`src/design/dsc_map.svh`:
```
// constants for the differential symbol coder: widths, depths and phase steps
`ifndef DSC_MAP_SVH
`define DSC_MAP_SVH

// ----------------------------------------------------------------------------
// widths and depths
// ----------------------------------------------------------------------------
`define DSC_SYM_W 3
`define DSC_PHASE_W 3
`define DSC_FIFO_DEPTH 32

// ----------------------------------------------------------------------------
// reset values
// ----------------------------------------------------------------------------
`define DSC_SYM_RST 3'h0
`define DSC_PHASE_RST 3'h0

// ----------------------------------------------------------------------------
// phase steps in units of 45 degrees, modulo 360
// ----------------------------------------------------------------------------
`define DSC_STEP_0 3'h0
`define DSC_STEP_P45 3'h1
`define DSC_STEP_P90 3'h2
`define DSC_STEP_P135 3'h3
`define DSC_STEP_P180 3'h4
`define DSC_STEP_M135 3'h5
`define DSC_STEP_P270 3'h6
`define DSC_STEP_M45 3'h7

`endif

```
`src/design/dsc_pkg.sv`:
```
// types shared by the differential symbol coder modules
package dsc_pkg;

  // ----------------------------------------------------------------------------
  // coding selection
  // ----------------------------------------------------------------------------
  typedef enum logic [2:0] {
    CODE_NONE,
    CODE_DIFF,
    CODE_DIFF_GRAY,
    CODE_PI4_OFF,
    CODE_PI4_NADC,
    CODE_PI4_TFTS,
    CODE_VDL
  } dsc_coding_type;

endpackage : dsc_pkg

```
`src/design/dsc_stream_if.sv`:
```
// valid/ready stream carrier between the coder's own modules
`timescale 1ns/1ps
interface dsc_stream_if #(
  parameter int WIDTH = 3
);
  logic valid;
  logic ready;
  logic [WIDTH-1:0] data;

  modport source (output valid, output data, input ready);
  modport sink (input valid, input data, output ready);
endinterface : dsc_stream_if

```
`src/design/dsc_coder.sv`:
```
// differential symbol coder: buffers raw symbols, codes them and emits phase steps
`timescale 1ns/1ps
`include "dsc_map.svh"
module dsc_coder (
  input wire logic clock,
  input wire logic rst,
  input wire logic codeEnable,
  input wire dsc_pkg::dsc_coding_type codingSel,
  input wire logic threeBitSym,
  input wire logic symValid,
  output logic symReady,
  input wire logic [`DSC_SYM_W-1:0] symData,
  output logic outValid,
  input wire logic outReady,
  output logic [`DSC_SYM_W-1:0] outSym,
  output logic [`DSC_PHASE_W-1:0] outStep,
  output logic [`DSC_PHASE_W-1:0] outPhase
);

  // symbols pass a 32-word FIFO, then one coding stage, then a one-word output slot;
  // a symbol shows on the outputs one edge after it enters the FIFO at best;
  // every coding family is worked out side by side and one result is picked per symbol;
  // with coding on the recursion memory only moves on a take, so downstream stalls never skip a symbol;
  // coding off holds the FIFO and zeroes the recursion, leaving a full slot untouched;
  // a mode change with coding on keeps the memory, so clear it by dropping codeEnable

  // ----------------------------------------------------------------------------
  // input buffering
  // ----------------------------------------------------------------------------
  dsc_stream_if #(.WIDTH(`DSC_SYM_W)) inStream ();
  dsc_stream_if #(.WIDTH(`DSC_SYM_W)) codeStream ();

  // upstream pins onto the fill side
  assign inStream.valid = symValid;
  assign inStream.data = symData;
  assign symReady = inStream.ready;

  dsc_fifo #(
    .WIDTH(`DSC_SYM_W),
    .DEPTH(`DSC_FIFO_DEPTH)
  ) symFifo (
    .clock(clock),
    .rst(rst),
    .fillSide(inStream),
    .drainSide(codeStream)
  );

  // ----------------------------------------------------------------------------
  // coder state
  // ----------------------------------------------------------------------------
  logic [`DSC_SYM_W-1:0] prevSym_q;
  logic [`DSC_PHASE_W-1:0] phase_q;
  logic outValid_q;
  logic [`DSC_SYM_W-1:0] outSym_q;
  logic [`DSC_PHASE_W-1:0] outStep_q;
  logic [`DSC_PHASE_W-1:0] outPhase_q;
  logic take;
  logic [`DSC_SYM_W-1:0] rawSym;
  logic [`DSC_SYM_W-1:0] graySym;
  logic [`DSC_SYM_W-1:0] codedSym_d;
  logic [`DSC_PHASE_W-1:0] step_d;
  logic [`DSC_PHASE_W-1:0] phase_d;

  // per-family results, picked by the selection below
  logic useThree;
  logic [`DSC_SYM_W-1:0] pairSym;
  logic [`DSC_SYM_W-1:0] diffSym;
  logic [`DSC_PHASE_W-1:0] diffStep;
  logic [`DSC_PHASE_W-1:0] diffPhase;
  logic [`DSC_SYM_W-1:0] grayDiffSym;
  logic [`DSC_PHASE_W-1:0] grayDiffStep;
  logic [`DSC_PHASE_W-1:0] grayDiffPhase;
  logic [`DSC_PHASE_W-1:0] pi4OffStep;
  logic [`DSC_PHASE_W-1:0] pi4NadcStep;
  logic [`DSC_PHASE_W-1:0] pi4TftsStep;
  logic [`DSC_PHASE_W-1:0] pi4OffPhase;
  logic [`DSC_PHASE_W-1:0] pi4NadcPhase;
  logic [`DSC_PHASE_W-1:0] pi4TftsPhase;
  logic [`DSC_PHASE_W-1:0] absPhase;
  logic [`DSC_PHASE_W-1:0] absStep;

  // a symbol is taken only while coding is on and the output slot is free or being accepted
  assign codeStream.ready = codeEnable && (!outValid_q || outReady);
  assign take = codeStream.valid && codeStream.ready;

  // ----------------------------------------------------------------------------
  // symbol preparation
  // ----------------------------------------------------------------------------
  // two-bit symbols live in the low bits; the upper bit is forced to zero
  always_comb begin
    rawSym = codeStream.data;
    if (!threeBitSym) begin
      rawSym[2] = 1'b0;
    end
  end

  // binary to Gray conversion one bit at a time; the top bit passes straight through
  generate
    for (genvar gi = 0; gi < `DSC_SYM_W; gi++) begin : grayBit
      if (gi == `DSC_SYM_W - 1) begin : grayTop
        assign graySym[gi] = rawSym[gi];
      end else begin : grayLow
        assign graySym[gi] = rawSym[gi] ^ rawSym[gi+1];
      end
    end
  endgenerate

  // ----------------------------------------------------------------------------
  // mode decode
  // ----------------------------------------------------------------------------
  // the VDL table is the combined coder on three bits, whatever the width input says
  assign useThree = threeBitSym || (codingSel == dsc_pkg::CODE_VDL);

  // two-bit pi/4 modes report the symbol pair itself
  assign pairSym = {1'b0, rawSym[1:0]};

  // ----------------------------------------------------------------------------
  // plain differential coding
  // ----------------------------------------------------------------------------
  // modulo 8 on three bits, modulo 4 on two; a QPSK quarter turn is two 45 degree units
  always_comb begin
    if (threeBitSym) begin
      diffSym = `DSC_SYM_W'(rawSym + prevSym_q);
      diffStep = rawSym;
      diffPhase = `DSC_PHASE_W'(rawSym + prevSym_q);
    end else begin
      diffSym = {1'b0, 2'(rawSym[1:0] + prevSym_q[1:0])};
      diffStep = {rawSym[1:0], 1'b0};
      diffPhase = {2'(rawSym[1:0] + prevSym_q[1:0]), 1'b0};
    end
  end

  // ----------------------------------------------------------------------------
  // combined Gray and differential coding
  // ----------------------------------------------------------------------------
  // Gray first, recursion second; on three bits this gives the VDL step table
  always_comb begin
    if (useThree) begin
      grayDiffSym = `DSC_SYM_W'(graySym + prevSym_q);
      grayDiffStep = graySym;
      grayDiffPhase = `DSC_PHASE_W'(graySym + prevSym_q);
    end else begin
      grayDiffSym = {1'b0, 2'(graySym[1:0] + prevSym_q[1:0])};
      grayDiffStep = {graySym[1:0], 1'b0};
      grayDiffPhase = {2'(graySym[1:0] + prevSym_q[1:0]), 1'b0};
    end
  end

  // ----------------------------------------------------------------------------
  // pi/4 rotation tables
  // ----------------------------------------------------------------------------
  // rotation with coding off
  always_comb begin
    case (rawSym[1:0])
      2'h0: pi4OffStep = `DSC_STEP_P45;
      2'h1: pi4OffStep = `DSC_STEP_P135;
      2'h2: pi4OffStep = `DSC_STEP_M135;
      default: pi4OffStep = `DSC_STEP_M45;
    endcase
  end

  // rotation for the NADC-type selection
  always_comb begin
    case (rawSym[1:0])
      2'h0: pi4NadcStep = `DSC_STEP_P45;
      2'h1: pi4NadcStep = `DSC_STEP_P135;
      2'h2: pi4NadcStep = `DSC_STEP_M45;
      default: pi4NadcStep = `DSC_STEP_M135;
    endcase
  end

  // rotation for the TFTS selection
  always_comb begin
    case (rawSym[1:0])
      2'h0: pi4TftsStep = `DSC_STEP_M135;
      2'h1: pi4TftsStep = `DSC_STEP_P135;
      2'h2: pi4TftsStep = `DSC_STEP_M45;
      default: pi4TftsStep = `DSC_STEP_P45;
    endcase
  end

  // pi/4 modes rotate from the running phase, which wraps at a full turn
  assign pi4OffPhase = `DSC_PHASE_W'(phase_q + pi4OffStep);
  assign pi4NadcPhase = `DSC_PHASE_W'(phase_q + pi4NadcStep);
  assign pi4TftsPhase = `DSC_PHASE_W'(phase_q + pi4TftsStep);

  // ----------------------------------------------------------------------------
  // no coding
  // ----------------------------------------------------------------------------
  // absolute position; the step is the move from the last one
  assign absPhase = threeBitSym ? rawSym : {rawSym[1:0], 1'b0};
  assign absStep = `DSC_PHASE_W'(absPhase - phase_q);

  // ----------------------------------------------------------------------------
  // family selection
  // ----------------------------------------------------------------------------
  // one family result goes on to the slot; unknown codes fall back to no coding
  always_comb begin
    codedSym_d = rawSym;
    step_d = absStep;
    phase_d = absPhase;
    case (codingSel)
      dsc_pkg::CODE_DIFF: begin
        codedSym_d = diffSym;
        step_d = diffStep;
        phase_d = diffPhase;
      end
      dsc_pkg::CODE_DIFF_GRAY, dsc_pkg::CODE_VDL: begin
        codedSym_d = grayDiffSym;
        step_d = grayDiffStep;
        phase_d = grayDiffPhase;
      end
      dsc_pkg::CODE_PI4_OFF: begin
        codedSym_d = pairSym;
        step_d = pi4OffStep;
        phase_d = pi4OffPhase;
      end
      dsc_pkg::CODE_PI4_NADC: begin
        codedSym_d = pairSym;
        step_d = pi4NadcStep;
        phase_d = pi4NadcPhase;
      end
      dsc_pkg::CODE_PI4_TFTS: begin
        codedSym_d = pairSym;
        step_d = pi4TftsStep;
        phase_d = pi4TftsPhase;
      end
      default: begin
        // no coding: the symbol is placed as it stands
        codedSym_d = rawSym;
        step_d = absStep;
        phase_d = absPhase;
      end
    endcase
  end

  // ----------------------------------------------------------------------------
  // recursion memory
  // ----------------------------------------------------------------------------
  // previous coded symbol; cleared while coding is off, so a re-enable starts from zero
  always_ff @(posedge clock or posedge rst) begin
    if (rst) begin
      prevSym_q <= `DSC_SYM_RST;
    end else if (!codeEnable) begin
      prevSym_q <= `DSC_SYM_RST;
    end else if (take) begin
      prevSym_q <= codedSym_d;
    end
  end

  // running phase, cleared together with the symbol memory
  always_ff @(posedge clock or posedge rst) begin
    if (rst) begin
      phase_q <= `DSC_PHASE_RST;
    end else if (!codeEnable) begin
      phase_q <= `DSC_PHASE_RST;
    end else if (take) begin
      phase_q <= phase_d;
    end
  end

  // ----------------------------------------------------------------------------
  // output slot
  // ----------------------------------------------------------------------------
  // slot full flag; a take refills the slot in the same cycle that it is accepted
  always_ff @(posedge clock or posedge rst) begin
    if (rst) begin
      outValid_q <= 1'b0;
    end else if (take) begin
      outValid_q <= 1'b1;
    end else if (outReady) begin
      outValid_q <= 1'b0;
    end
  end

  // coded symbol held until the downstream mapper accepts it
  always_ff @(posedge clock or posedge rst) begin
    if (rst) begin
      outSym_q <= `DSC_SYM_RST;
    end else if (take) begin
      outSym_q <= codedSym_d;
    end
  end

  // phase step held with the symbol
  always_ff @(posedge clock or posedge rst) begin
    if (rst) begin
      outStep_q <= `DSC_STEP_0;
    end else if (take) begin
      outStep_q <= step_d;
    end
  end

  // absolute phase held with the symbol
  always_ff @(posedge clock or posedge rst) begin
    if (rst) begin
      outPhase_q <= `DSC_PHASE_RST;
    end else if (take) begin
      outPhase_q <= phase_d;
    end
  end

  // registered downstream outputs
  assign outValid = outValid_q;
  assign outSym = outSym_q;
  assign outStep = outStep_q;
  assign outPhase = outPhase_q;

endmodule : dsc_coder

```
`src/design/dsc_fifo.sv`:
```
// symbol FIFO with parameterised width and depth
`timescale 1ns/1ps
`include "dsc_map.svh"
module dsc_fifo #(
  parameter int WIDTH = 3,
  parameter int DEPTH = 32
) (
  input wire logic clock,
  input wire logic rst,
  dsc_stream_if.sink fillSide,
  dsc_stream_if.source drainSide
);
  localparam int AW = $clog2(DEPTH);

  logic [WIDTH-1:0] mem [DEPTH];
  logic [AW-1:0] wrPtr_q;
  logic [AW-1:0] rdPtr_q;
  logic [AW:0] count_q;
  logic push;
  logic pop;

  // ----------------------------------------------------------------------------
  // handshakes: full stalls the source, empty stalls the drain
  // ----------------------------------------------------------------------------
  assign fillSide.ready = (count_q != (AW+1)'(DEPTH));
  assign drainSide.valid = (count_q != '0);
  assign drainSide.data = mem[rdPtr_q];
  assign push = fillSide.valid && fillSide.ready;
  assign pop = drainSide.valid && drainSide.ready;

  // storage write
  always_ff @(posedge clock) begin
    if (push) begin
      mem[wrPtr_q] <= fillSide.data;
    end
  end

  // pointers wrap at the depth
  always_ff @(posedge clock or posedge rst) begin
    if (rst) begin
      wrPtr_q <= '0;
      rdPtr_q <= '0;
    end else begin
      if (push) begin
        wrPtr_q <= (wrPtr_q == AW'(DEPTH-1)) ? '0 : AW'(wrPtr_q + 1'b1);
      end
      if (pop) begin
        rdPtr_q <= (rdPtr_q == AW'(DEPTH-1)) ? '0 : AW'(rdPtr_q + 1'b1);
      end
    end
  end

  // fill level
  always_ff @(posedge clock or posedge rst) begin
    if (rst) begin
      count_q <= '0;
    end else if (push && !pop) begin
      count_q <= (AW+1)'(count_q + 1'b1);
    end else if (pop && !push) begin
      count_q <= (AW+1)'(count_q - 1'b1);
    end
  end

endmodule : dsc_fifo

```
`config.mk`:
```
export PLATFORM = sky130hd
export DESIGN_NAME = dsc_coder
export DESIGN_NICKNAME = d
export VERILOG_FILES = /design/src/design/dsc_pkg.sv /design/src/design/dsc_stream_if.sv /design/src/design/dsc_coder.sv /design/src/design/dsc_fifo.sv
export VERILOG_INCLUDE_DIRS = /design/src /design/src/design
export SDC_FILE = /design/constraint.sdc
export NUM_CORES = 1
export LEC_CHECK = 0
export BUFFER_PORTS_ARGS = -buffer_cell sky130_fd_sc_hd__buf_2
export CELL_PAD_IN_SITES_DETAIL_PLACEMENT = 2
export CELL_PAD_IN_SITES_GLOBAL_PLACEMENT = 2
export CORE_UTILIZATION = 48
export DETAILED_ROUTE_END_ITERATION = 10
export PLACE_DENSITY = 0.85
export SETUP_SLACK_MARGIN = 0.5
export SLEW_MARGIN = 20
export SYNTH_ARGS = -nofsm -noshare
export SYNTH_HDL_FRONTEND = slang
export SYNTH_SLANG_ARGS = --single-unit
export TNS_END_PERCENT = 50
```
`constraint.sdc`:
```
create_clock -name clock -period 7.2 [get_ports clock]
set_input_delay 1.08 -clock clock [delete_from_list [all_inputs] [get_ports clock]]
set_output_delay 1.08 -clock clock [all_outputs]
set_load 0.01 [all_outputs]
```
Word level (Yosys, flattened, before mapping):

Memories as Yosys holds them, arrays and structs flattened.
Cells that the tools add are included.

* RAM bits: 96
* output and inout bits: 11
* register bits after elaboration: 32
* memories kept: 1
* input bits: 12

* muxes and demuxes: 25
* equality and inequality tests: 12
* $add $sub $neg: 12
* reduce and logical (&&, ||, !) cells: 16
* bitwise operators: 2

Memory list
* symFifo.mem: depth 32, width 3, rd ports 1, clocked after Yosys merged registers in 0, wr ports 1, line dsc_fifo.sv:15 `logic [WIDTH-1:0] mem [DEPTH];`

Operators by type and width (number)
* 3-bit case mux with 3 select lines: 4
* 3-bit 2-to-1 mux: 10
* 3-bit case mux with 5 select lines: 2
* 3-bit adder: 5
* 6-bit 2-to-1 mux: 2
* 5-bit by 1-bit adder with 5-bit output (second input constant): 2
* 5-bit == test (second input constant): 2
* 5-bit 2-to-1 mux: 2
* 3-bit == test (second input constant): 3
* 6-bit by 1-bit adder with 6-bit output (second input constant): 1
* 3-bit by 2-bit == test with 1-bit output (second input constant): 2
* 6-bit inequality test (second input constant): 1
* 6-bit nonzero test: 1
* 6-bit by 1-bit subtractor with 6-bit output (second input constant): 1
* 1-bit logical AND: 5
* 1-bit 2-to-1 mux: 5
* 2-bit adder: 2
* 2-bit nonzero test: 2
* 3-bit by 1-bit == test with 1-bit output (second input constant): 1
* 1-bit logical NOT: 3
* 3-bit OR reduction: 1
* 3-bit subtractor: 1
* 2-bit by 1-bit == test with 1-bit output (second input constant): 1
* 2-bit == test (second input constant): 1
* 5 further kinds: 7

Depth between registers and ports, before layout:

Gate-level depths: netlist (run 1).
An unclocked memory read counts as a cell.

* depth after elaboration: 8
* depth in mapped cells: 20
* gate-level depth less buffers: 16

By module:

A second synthesis (run 1) with hierarchy kept.

* cells, all modules: 476
* area total of the unflattened synthesis: 6402.4 sq um

Modules (own cells, without submodules)
* dsc_fifo: area an instance 4893.4 sq um, instances 1, cells an instance 311
* dsc_coder: area an instance 1508.9 sq um, instances 1, cells an instance 165

Least setup slack after synthesis (run 1):

No wires, ideal clock.

* path type: register to register
* start point: register symFifo.rdPtr_q[0]
* end point: register prevSym_q[2]
* cell stages (with the launch flop): 19
* period minus slack after synthesis: 4046 ps
* data arrival time: 3909 ps
* path buffers: 2
* library setup time: 137 ps
* path slack: 3154 ps
* cell sequence: dfrtp_1 -> buf_2 -> buf_2 -> mux2_1 -> a221oi_1 -> o211ai_1 -> nand2_4 -> inv_4 -> ha_1 -> inv_1 -> ha_1 -> inv_1 -> fa_1 -> a32oi_1 -> o2bb2ai_1 -> or2_2 -> mux4_2 -> nor2_2 -> a21oi_1

* cells in the longest elaborated chain, start to end: 8
* elaborated cells between the ends (all ways): 11
* classes of those cells: add/sub (2); mux (6); bitwise (2); memory (1)

RTL lines
* from (decl): line dsc_fifo.sv:17 `logic [AW-1:0] rdPtr_q;`
* from (signal assigned): line dsc_fifo.sv:48 `rdPtr_q <= (rdPtr_q == AW'(DEPTH-1)) ? '0 : AW'(rdPtr_q + 1'b1);`
* memory 32 x 3 bit (*)
* 1-bit 2-to-1 mux: line dsc_coder.sv:92 `if (!threeBitSym) begin`
* 1-bit XOR: line dsc_coder.sv:103 `assign graySym[gi] = rawSym[gi] ^ rawSym[gi+1];`
* 3-bit adder: line dsc_coder.sv:139 `` grayDiffSym = `DSC_SYM_W'(graySym + prevSym_q); ``
* 3-bit 2-to-1 mux: line dsc_coder.sv:138 `if (useThree) begin`
* 3-bit case mux with 3 select lines (*): line dsc_coder.sv:202 `case (codingSel)`
* 3-bit 2-to-1 mux (*): line dsc_coder.sv:246 `end else if (take) begin`
* 3-bit 2-to-1 mux (*): line dsc_coder.sv:244 `end else if (!codeEnable) begin`
* to (signal assigned): line dsc_coder.sv:243 `` prevSym_q <= `DSC_SYM_RST; ``
* to (signal assigned): line dsc_coder.sv:245 `` prevSym_q <= `DSC_SYM_RST; ``
* to (signal assigned): line dsc_coder.sv:247 `prevSym_q <= codedSym_d;`
* to (decl): line dsc_coder.sv:51 `` logic [`DSC_SYM_W-1:0] prevSym_q; ``

Mark *: on every way between the ends. The rest lies on a longest branch, timed or not. The select of a mux whose other input is x is not followed.
A chain may end at the register's enable or synchronous reset.

Worst setup path after layout (run 1):

* start point: register symFifo.rdPtr_q[1]
* end point: register prevSym_q[2]

The elaborated chain is that of the path after synthesis.

==> results.md, run 1 <==
- Largest net degree at the start of global routing: 33
- Row cnt: ~40
- Die Y: roughly 120 um
- Setup WS post-layout: between 1500 and 2000 ps
- Startpoint Class: flip-flop
- Instance area after placement: approximately 6600 um2
- Period utilization: 74.5%
- Relative slew slack: a little under two fifths
- Cell Pwr Density: 466 nW/um2
- Worst Hold Class: flip-flop to flip-flop
- Unrepaired setup endpoints after global routing: no
- CP Max Fanout: 19
- Chip width: approximately 120 um
- Drt first pass iters: 4
- Total power draw: roughly 3300 uW
- WL/cell: just over 30 um
- Final hold slack: around 500 ps
- Max-cap violations: 0
- GRT Overall Usage: between 30% and 40%
- Pre-CTS setup slack: 2110 ps
- CP Data Arrival Time: around 5600 ps
- DRC: 0
- Leakage: 0.00265 uW
- Leading area contributor after synthesis: edfxtp_1
- Cell family with most CP delay: multiplexers
- Buffers on Ports: 22
- Worst-Margin Slew: around 940 ps
- Reg clk slew, reported paths: roughly 60 ps
- Post_cts resized: 0
- First-pass GRT wire length: 31600 um
- Core ar.: between 10000 and 15000 um2
- Sequential share of the synthesized area: between 50 and 60%
- Final hold violations: 0
- Critical Path RT: 7470 ps
- Antenna violations before repair: 0
- Layout Nets: roughly 540
- Die area: 13800 um2
- Starting Density: 50.0%
- Ports: 23
- Synth-to-Final Area Change: 12.3%
- Warning count from the yosys run: 0
- Status: finished clean
- Cells along the critical path: buf_4 -> mux4_1 -> mux2i_1 -> o211ai_1 -> nand2_4 -> inv_4 -> ha_1 -> inv_1 -> ha_1 -> inv_1 -> fa_1 -> a32oi_1 -> o2bb2ai_1 -> or2_2 -> mux4_2 -> nor2_2 -> a21oi_1
- Fillers: between 1000 and 1500
- Antenna diodes: 0
- Synth area leaders: edfxtp_1 45%, dfrtp_1 13%, mux4_2 5.6%, ha_1 3.5%, nor2_1 3.1%
- Slowest stage delay, CP: ~950 ps
- Share of cells above drive strength 1: a little under a fifth
- Routed vias/inst: ~6.4
- Min cycle time layout: approximately 5400 ps
- Final Instance Area: 7170 um2
- H-tree Lvls: 4
- Initial DRC Count: 432
- Post-synth top area share: 45.1%
- Mapped Nets: between 500 and 600
- Max Root-Sink Buffers: 2
- Worst Skew: 7.80 ps
- Cell Area, Synth: 6380 um2
- Via count: 4382
- # clock sinks: 128
- WP buf/inv: 4
- Syn Area/Cell: between 10 and 15 um2
- Setup crit end kind: flip-flop
- Cells after synthesis: roughly 490
- Vias in the first global route: between 4000 and 5000
- CTS tree: done
- EDFF count, synth: 96
- Post CTS Setup Buffer Count: 0
- Gpl congestion: between 0.8 and 0.9
- Post-DP HPWL: ~13000 um
- Num CTS Buffers: 17
- Most used DFF post-synth: edfxtp_1
- Hold buffers post-CTS: 0
- Clock latency on the worst-skew pair: 420 ps
- Critical Path Slowest Stage Cell: dfrtp_1
- Kind of critical path: flip-flop to flip-flop
- Fmax: about 0.19 GHz
- Slew Limit Fails: 0
- Post-synth ARST share: roughly a quarter
- Setup-failing EPs final: 0
- Post-route antenna net violation count: 0
- Total grt overflow: 0
- Peak supply drop: 264 uV
- Final WL: about 21000 um
- Root Buffer: clkbuf_16
- #FFs+latches synth: 128
- Setup_tns: 0 ps
- Library cells used by synthesis: 67
final timing paths:
check | startpoint | end | slack [ps] | cells past startpoint
min reg2reg | outSym[0] | outSym[0] | 490 | 1
min in group asynchronous | rst | symFifo.wrPtr_q[1] | 740 | 3
min | outSym[0] | outSym[0] | 490 | 1
max | symFifo.rdPtr_q[1] | prevSym_q[2] | 1830 | 17
max in group asynchronous | rst | symFifo.rdPtr_q[0] | 6090 | 3
max reg2reg | symFifo.rdPtr_q[1] | prevSym_q[2] | 1830 | 17
layout by cell type (no fill, tap or decap), types with 10 or more instances in the layout:
cell / instances
edfxtp_1: 96
nor2_1: 53
nand2_1: 40
dfrtp_1: 31
buf_2: 22
ha_1: 18
a21oi_1: 17
clkbuf_16: 17
mux4_2: 16
inv_1: 14
o21ai_1: 11
o21ai_0: 10
logic make-up after synthesis:
family	synth area share, %
xor+xnor	1.78
mux	11.3
fa+ha+maj	5.10
simple gates	10.9
compound gates	9.66
flops	57.7
buf+inv	3.53
cell usage after synthesis, types with 4 or more instances:
| master | n |
|---|---|
| buf_6 | 4 |
| fa_1 | 5 |
| xnor2_1 | 7 |
| clkbuf_1 | 15 |
| mux2_2 | 8 |
| ha_1 | 18 |
| nor2b_1 | 6 |
| mux4_1 | 6 |
| o211ai_1 | 5 |
| inv_2 | 4 |
| o21ai_0 | 10 |
| inv_1 | 14 |
| o21ai_1 | 11 |
| a22oi_1 | 4 |
| a21o_1 | 7 |
| nand3_1 | 9 |
| and3_1 | 6 |
| nand2b_1 | 4 |
| edfxtp_1 | 96 |
| dfrtp_1 | 32 |
| nand2_1 | 40 |
| nor3_1 | 9 |
| xor2_1 | 6 |
| mux4_2 | 16 |
| a21oi_1 | 17 |
| mux2i_1 | 7 |
| nor2_1 | 53 |
| nand3b_1 | 4 |
| o31ai_1 | 5 |
power breakdown:
part	total (uW)	switching (uW)	leakage, uW	internal, uW
Clock	870	357	0.000259	514
Combinational	1410	848	0.00114	558
Sequential	1070	159	0.00125	907
Total	3340	1360	0.00265	1980
registers in the layout (all words and copies together), names as in the netlist, 5 cells and up:
name             flops
symFifo.rdPtr_q      5
symFifo.mem         96
symFifo.wrPtr_q      5
symFifo.count_q      6
final cells by class:
class,count,area [um2],share of cell area [%]
Clock inverter,14,158,2.20
Timing Repair Buffer,25,133,1.85
Tap cell,172,215,3.00
Multi-Input combinational cell,313,2480,34.5
Sequential cell,128,3680,51.4
Inverter,19,73.8,1.03
Clock buffer,18,429,5.99
per-stage QoR:
step,util [%],std cells
2_1_floorplan,-,485
3_3_place_gp,51.5,657
3_5_place_dp,51.5,657
4_1_cts,56.1,689
5_1_grt,56.1,689
6_report,56.1,689
worst reg2reg max path, cell delays in order (launching register included):
cell and delay (ps):
dfrtp_1 950, buf_4 340, mux4_1 610, mux2i_1 180, o211ai_1 210, nand2_4 190
inv_4 90, ha_1 340, inv_1 140, ha_1 190, inv_1 70, fa_1 460
a32oi_1 260, o2bb2ai_1 190, or2_2 330, mux4_2 480, nor2_2 130, a21oi_1 70
routing by layer:
layer	GRT usage (%)	share of wire, %
met1	40.2	41
met2	54.4	51
met3	7.49	5.5
met5	0	0
met4	10.6	2.0
Power figures use the tool's default switching activity.
==> run 2, diff against run 1 <==
--- a/config.mk
+++ b/config.mk
@@ -6,12 +6,13 @@
 export SDC_FILE = /design/constraint.sdc
 export NUM_CORES = 1
 export LEC_CHECK = 0
+export ABC_AREA = 1
 export BUFFER_PORTS_ARGS = -buffer_cell sky130_fd_sc_hd__buf_2
 export CELL_PAD_IN_SITES_DETAIL_PLACEMENT = 2
 export CELL_PAD_IN_SITES_GLOBAL_PLACEMENT = 2
-export CORE_UTILIZATION = 48
+export CORE_UTILIZATION = 36
 export DETAILED_ROUTE_END_ITERATION = 10
-export PLACE_DENSITY = 0.85
+export PLACE_DENSITY = 0.76
 export SETUP_SLACK_MARGIN = 0.5
 export SLEW_MARGIN = 20
 export SYNTH_ARGS = -nofsm -noshare
==> constraint.sdc (replaced) <==
create_clock -name clock -period 4.5 [get_ports clock]
set_input_delay 0.675 -clock clock [delete_from_list [all_inputs] [get_ports clock]]
set_output_delay 0.675 -clock clock [all_outputs]
set_load 0.01 [all_outputs]
==> run 2 against run 1 <==
  * Clock skew increased by 2.6 ps
  * Worst setup slack got worse by 920 ps
  * Sequential share of layout area is 0.090 points lower
  * Non-clock buffer count did not move
  * Register-to-register slack got worse by 920 ps
  * Critical path type unchanged
  * Largest cell class unchanged
  * Largest power group unchanged
  * Clock-buffer cell count shrank 1
==> results.md, run 2 <==
- Max reg flops: 96 (unchanged)
- Commonest non-fill, non-tap cells in the layout: 158 x nand2_1, 106 x nor2_1, 96 x edfxtp_1
- Setup WS post-layout: 910 ps (-923 ps)
- Post-synth top area share: 45.5% (+0.33 points)
- Setup_tns: 0 ps (unchanged)
- Slew Limit Fails: 0 (unchanged)
- Startpoint Class: flip-flop
- Row cnt: 48 (+17%)
- Final WL: 19300 um (-7.4%)
- Critical Path RT: 4810 ps (-2660 ps)
- #FFs+latches synth: 128 (unchanged)
- Peak supply drop: 338 uV (+28%)
- Layout Nets: 733 (+36%)
- Most common cell after layout, fill and taps aside: nand2_1
- DRC: 0 (unchanged)
- First-pass GRT wire length: 31100 um (-1.6%)
- M1 GR Usage: 30.5% (-9.7 points)
- CP Max Fanout: 10 (-9)
- Num CTS Buffers: 17 (unchanged)
- Max-cap violations: 0 (unchanged)
- Clock latency on the worst-skew pair: 430 ps (about the same)
- EDFF count, synth: 96 (unchanged)
- WL/cell: 20.6 um (-32%)
- Status: finished clean
- Slowest stage delay, CP: 500 ps (-450 ps)
- Antenna diodes: 0 (unchanged)
- Most frequent cells after synthesis: 158 x nand2_1, 106 x nor2_1, 96 x edfxtp_1, 66 x inv_1, 65 x nand3_1
- Post-synth ARST share: 25.0% (unchanged)
- Cells after synthesis: 676 (+39%)
- Worst Hold Class: input port to asynchronous set/reset pin
- Max Root-Sink Buffers: 2 (unchanged)
- Largest net degree at the start of global routing: 49 (+48%)
- Vias in the first global route: 5518 (+14%)
- CTS tree: done
- Setup crit end kind: flip-flop
- Cell Pwr Density: 713 nW/um2 (+53%)
- Worst Skew: 10.4 ps (+2.56 ps)
- Cell repeated most along the worst path: nand2_1
- Most used DFF post-synth: edfxtp_1
- Post CTS Setup Buffer Count: 0 (unchanged)
- Final hold violations: 0 (unchanged)
- Leakage: 0.00299 uW (+13%)
- Multi-input logic area: 2260 um2 (-8.7%)
- Largest regs: symFifo.mem x96, symFifo.count_q x6
- Ports: 23 (unchanged)
- Routed vias/inst: 5.19 (-18%)
- GR peak layer: met2
- Cells along the critical path: inv_1 -> nand2_1 -> a21oi_1 -> nor2_1 -> nand2_1 -> nand2_2 -> ha_1 -> nor2_1 -> a21oi_1 -> fa_1 -> xnor2_1 -> inv_1 -> nand2_1 -> nand2_1 -> a21oi_2 -> nand3_1 -> nand2_1 -> nand2_1
- Fillers: 1851 (+60%)
- Setup-failing EPs final: 0 (unchanged)
- Period utilization: 79.8% (+5.2 points)
- Cell Area, Synth: 6340 um2 (-0.73%)
- Gpl congestion: 0.862 (-2.0%)
- Critical Path Slowest Stage Cell: dfrtp_1
- Drt first pass iters: 4 (unchanged)
- Leading area contributor after synthesis: edfxtp_1
- Buffers on Ports: 22 (unchanged)
- Initial DRC Count: 230 (-47%)
- Post-DP HPWL: 13300 um (+3.3%)
- Post-route antenna net violation count: 0 (unchanged)
- M2 GR Usage: 38.9% (-15 points)
- Biggest register: symFifo.mem
- CP Data Arrival Time: 3900 ps (-1740 ps)
- Die area: 18100 um2 (+32%)
- Antenna violations before repair: 0 (unchanged)
- Met3 usage: 3.49% (-4.0 points)
- Reg clk slew, reported paths: 60 ps (about the same)
- Total grt overflow: 0 (unchanged)
- Relative slew slack: 46.5% (+8.9 points)
- Worst-Margin Slew: 797 ps (-140 ps)
- Final hold slack: 344 ps (-144 ps)
- Mapped Nets: 711 (+37%)
- # clock sinks: 128 (unchanged)
- Library cells used by synthesis: 39 (-42%)
- H-tree Lvls: 4 (unchanged)
- Synth area leaders: edfxtp_1 45%, dfrtp_1 13%, nand2_1 9.4%, nor2_1 6.3%, nand3_1 5.1%
- Total power draw: 5120 uW (+53%)
- GRT Overall Usage: 23.1% (-8.9 points)
- Sequential share of the synthesized area: 58.1% (+0.42 points)
- Core ar.: 17200 um2 (+35%)
- Fmax: 0.279 GHz (+49%)
- Starting Density: 36.8% (-13 points)
- Min cycle time layout: 3590 ps (-1780 ps)
- Kind of critical path: flip-flop to flip-flop
- Pre-CTS setup slack: 625 ps (-1480 ps)
- Share of cells above drive strength 1: 10.4% (-8.4 points)
- Via count: 4854 (+11%)
- Most common cell in the netlist: nand2_1
- Chip width: 135 um (+15%)
- Register area: 3680 um2 (unchanged)
- Root Buffer: clkbuf_16
- Synth-to-Final Area Change: 13.3%
- Die Y: 135 um (+15%)
- Warning count from the yosys run: 0 (unchanged)
- Syn Area/Cell: 9.38 um2 (-29%)
- Unrepaired setup endpoints after global routing: yes
[run 2: cell count changes after synthesis, sizes merged, moves of 6 or more]
| cell | previous run | this run |
|---|---|---|
| a21o | 7 | 0 |
| mux4 | 22 | 0 |
| inv | 19 | 71 |
| nor2b | 6 | 0 |
| and3 | 6 | 0 |
| nand3 | 9 | 66 |
| o21ai | 22 | 43 |
| mux2 | 10 | 0 |
| nor2 | 54 | 107 |
| mux2i | 8 | 0 |
| clkbuf | 15 | 7 |
| nand2 | 41 | 163 |
[run 2: cell families (layout without fill, tap and decap cells)]
kind of cell,Yosys count,in the layout,synth area share [%]
xor gates and xnor gates,6,6,0.829
buffers and inverters,93,128,6.22
and+or+nand+nor,351,351,23.1
DFF,128,128,58.1
AOI/OAI and AO/OA,75,75,6.59
adders and majority gates,23,23,5.13
[run 2: metrics by stage]
stage	utilization [%]	cells	cell area, um2
6_report	41.7	936	7180
5_1_grt	41.7	936	7180
4_1_cts	41.6	936	7180
3_5_place_dp	38.5	904	6640
3_3_place_gp	38.5	904	6640
2_1_floorplan	-	676	6340
[run 2: layout make-up]
| cell class | count | share of cell area (%) |
|---|---|---|
| clock buffer | 17 | 5.92 |
| clock inverter | 15 | 1.57 |
| inverter | 71 | 3.78 |
| multi-input combinational | 455 | 31.5 |
| sequential | 128 | 51.3 |
| tap | 225 | 3.92 |
| timing repair buffer | 25 | 2.02 |
[run 2: what timing repair did]
| item | in CTS | in global routing |
|---|---|---|
| gates resized for setup | 0 | 2 |
| setup endpoints to repair | 0 | 9 |
| hold buffers | 0 | 0 |
[run 2: where the power goes]
part,leakage [uW],internal [uW],switching (uW)
sequential,0.00126,1460,174
clock,0.000254,709,570
combinational,0.00148,716,1490
[run 2: per-layer routing]
layer / routed length, um / up-vias
li1: - / 2290
met1: 8950 / 2495
met2: 9600 / 44
met3: 372 / 25
met4: 348 / 0
met5: 0 / -
[run 2: final timing paths]
kind	start	end	slack, ps	cells past startpoint
min	rst	symFifo.count_q[4]	340	3
max	symFifo.rdPtr_q[2]	phase_q[2]	910	18
max reg2reg	symFifo.rdPtr_q[2]	phase_q[2]	910	18
max in group asynchronous	rst	symFifo.rdPtr_q[0]	3780	3
min in group clock	outReady	outValid	450	2
min reg2reg	outSym[1]	outSym[1]	490	2
[run 2: critical path: cells and delay by family (launching register included)]
family	cells	cell delay, ps
AOI/OAI and AO/OA	3	570
xor gates and xnor gates	1	200
adders and majority gates	2	780
buffers and inverters	2	350
DFF	1	500
and+or+nand+nor	10	1070
==> run 3, diff against run 2 <==
--- a/config.mk
+++ b/config.mk
@@ -6,13 +6,13 @@
 export SDC_FILE = /design/constraint.sdc
 export NUM_CORES = 1
 export LEC_CHECK = 0
-export ABC_AREA = 1
+export ABC_AREA = 0
 export BUFFER_PORTS_ARGS = -buffer_cell sky130_fd_sc_hd__buf_2
 export CELL_PAD_IN_SITES_DETAIL_PLACEMENT = 2
 export CELL_PAD_IN_SITES_GLOBAL_PLACEMENT = 2
-export CORE_UTILIZATION = 36
+export CORE_UTILIZATION = 44
 export DETAILED_ROUTE_END_ITERATION = 10
-export PLACE_DENSITY = 0.76
+export PLACE_DENSITY = 0.79
 export SETUP_SLACK_MARGIN = 0.5
 export SLEW_MARGIN = 20
 export SYNTH_ARGS = -nofsm -noshare
==> constraint.sdc (replaced) <==
create_clock -name clock -period 3.45 [get_ports clock]
set_input_delay 0.5175 -clock clock [delete_from_list [all_inputs] [get_ports clock]]
set_output_delay 0.5175 -clock clock [all_outputs]
set_load 0.01 [all_outputs]
==> run 3 against run 2 <==
  * Clock-buffer cell count did not move
  * Clock power increased by 44%
  * Largest cell class unchanged
  * Critical path depth shrank 1
  * First-iteration DRC count up 110%
  * Global-route usage increased by 9.8 points
  * Sequential power is 35% higher
  * Combinational power grew 110%
  * Register-to-register slack worse by 1800 ps
  * Via count is 2.8% lower
  * Die area is 17% lower
  * Routed wire length increased by 28%
  * The flow now finishes with violations (negative setup slack)
  * Critical path type unchanged
  * Worst setup slack worse by 1800 ps
==> results.md, run 3 (synthesis results as in run 1) <==
- Antenna violations before repair: 0 (unchanged)
- # clock sinks: 128 (unchanged)
- Buffers on Ports: 22 (unchanged)
- Worst Hold Class: input port to asynchronous set/reset pin
- Final WL: 24700 um (+28%)
- Startpoint Class: flip-flop
- Gpl congestion: 0.840 (-2.6%)
- Largest regs: symFifo.mem x96, symFifo.count_q x6
- CP Max Fanout: 6 (-4)
- First-pass GRT wire length: 33700 um (+8.5%)
- Ports: 23 (unchanged)
- Kind of critical path: flip-flop to flip-flop
- Reg clk slew, reported paths: 70 ps (about the same)
- Setup crit end kind: flip-flop
- Final hold slack: 185 ps (-159 ps)
- Setup WS post-layout: -920 ps (-1830 ps)
- Slew Limit Fails: 0 (unchanged)
- Initial DRC Count: 483 (+110%)
- Chip width: 122 um (-9.1%)
- Post-DP HPWL: 13600 um (+2.1%)
- Share of cells above drive strength 1: 35.0% (+25 points)
- Biggest register: symFifo.mem
- Commonest non-fill, non-tap cells in the layout: 96 x edfxtp_1, 51 x nor2_1, 42 x buf_4
- Unrepaired setup endpoints after global routing: yes
- H-tree Lvls: 4 (unchanged)
- Most common cell after layout, fill and taps aside: edfxtp_1
- Fin cells: 746 (-20%)
- Post-route antenna net violation count: 0 (unchanged)
- WL/cell: 33.2 um (+61%)
- Fmax: 0.229 GHz (-18%)
- Max-cap violations: 0 (unchanged)
- Max Root-Sink Buffers: 2 (unchanged)
- Register area: 3690 um2 (+0.10%)
- Hold buffers post-CTS: 0 (unchanged)
- Relative slew slack: 54.3% (+7.8 points)
- Total grt overflow: 0 (unchanged)
- Via count: 4718 (-2.8%)
- Placed cells: 702 (-22%)
- Clock latency on the worst-skew pair: 440 ps (about the same)
- Period utilization: 127% (+47 points)
- Critical Path RT: 3800 ps (-1010 ps)
- Peak supply drop: 552 uV (+63%)
- Status: complete, but fails checks
- Leakage: 0.00297 uW (-0.65%)
- Root Buffer: clkbuf_16
- Die area: 15000 um2 (-17%)
- Largest net degree at the start of global routing: 33 (-33%)
- Worst-Margin Slew: 686 ps (-110 ps)
- Core ar.: 14000 um2 (-19%)
- Vias in the first global route: 5029 (-8.9%)
- Final hold violations: 0 (unchanged)
- Row cnt: 43 (-10%)
- Worst Skew: 13.0 ps (+2.62 ps)
- Die Y: 122 um (-9.1%)
- Fillers: 1294 (-30%)
- Setup-failing EPs final: 10 (+10)
- DRC: 0 (unchanged)
- Min cycle time layout: 4370 ps (+780 ps)
- CTS tree: done
- Layout Nets: 588 (-20%)
- CP Data Arrival Time: 4720 ps (+820 ps)
- Final Instance Area: 7870 um2 (+9.5%)
- Drt first pass iters: 5 (+1)
- Synth-to-Final Area Change: 23.2%
- Multi-input logic area: 2740 um2 (+21%)
- Cell Pwr Density: 1090 nW/um2 (+54%)
- Failing checks: negative setup slack
- GRT Overall Usage: 32.9% (+9.8 points)
- Routed vias/inst: 6.32 (+22%)
- Instance area after placement: 6930 um2 (+4.3%)
- Total power draw: 8610 uW (+68%)
- Starting Density: 45.5% (+8.7 points)
- Num CTS Buffers: 17 (unchanged)
- Antenna diodes: 0 (unchanged)
- Max reg flops: 96 (unchanged)
==> run 3: cell count changes in the layout (fill, tap and decap cells not counted), moves of 11 or more <==
cell	change
o21ai_0	-33
nand3_1	-56
nand2_1	-121
buf_4	+40
inv_1	-55
o21ai_1	+11
nor2_1	-55
mux4_2	+20
==> run 3: final cells by class <==
type / instances / area share [%]
Multi-Input combinational cell: 313 / 34.8
Clock buffer: 17 / 5.41
Timing Repair Buffer: 74 / 7.06
Tap cell: 180 / 2.86
Clock inverter: 15 / 1.92
Inverter: 19 / 1.00
Sequential cell: 128 / 46.9
==> run 3: path summary, 6_finish.rpt <==
path / start / to / slack, ps / depth (start not counted)
setup / recovery: symFifo.rdPtr_q[1] / outSym[2] / -920 / 17
hold / removal: rst / symFifo.wrPtr_q[1] / 190 / 3
setup reg to reg: symFifo.rdPtr_q[1] / outSym[2] / -920 / 17
hold reg to reg: outSym[0] / outSym[0] / 490 / 1
max in group asynchronous: rst / symFifo.rdPtr_q[0] / 2880 / 3
min in group clock: codeEnable / prevSym_q[2] / 430 / 3
==> run 3: report_power, final <==
group	internal (uW)	leakage (uW)	switching [uW]
sequential	1900	0.00125	302
combinational	2050	0.00143	2520
clock	1020	0.000290	816
==> run 3: repair_timing <==
action | 4_1_cts | 5_1_grt
pin swaps | 22 | 9
resized for setup | 45 | 13
endpoints found under the setup margin | 17 | 16
endpoints found under the hold margin | 0 | 0
buffers inserted | 11 | 1
==> run 3: per-layer routing <==
layer	share of wire, %	GRT usage (%)	wire length [um]
met1	40	40.5	9820
met2	51	55.1	12500
met3	5.0	6.97	1250
met4	4.8	15.9	1180
met5	0	0	0
==> run 3: critical path: stages, from the launching register on <==
cell and delay [ps]:
dfrtp_2 490, buf_6 130, mux4_2 520, mux4_2 490
nand2b_4 180, nand2_4 90, inv_6 50, ha_4 230
inv_4 70, ha_4 120, inv_2 30, fa_2 380
buf_4 160, o32ai_2 550, or2_4 270, mux4_2 340
nor2_4 50, a21oi_1 130
==> run 3: stage by stage <==
step	worst slack [ps]	util (%)	setup TNS [ps]
6_report	-920	56.0	-5090
4_1_cts	-638	55.4	-3660
2_1_floorplan	-344	-	-1020
5_1_grt	-952	56.0	-5720
3_3_place_gp	-464	49.3	-2270
3_5_place_dp	-723	49.3	-3950
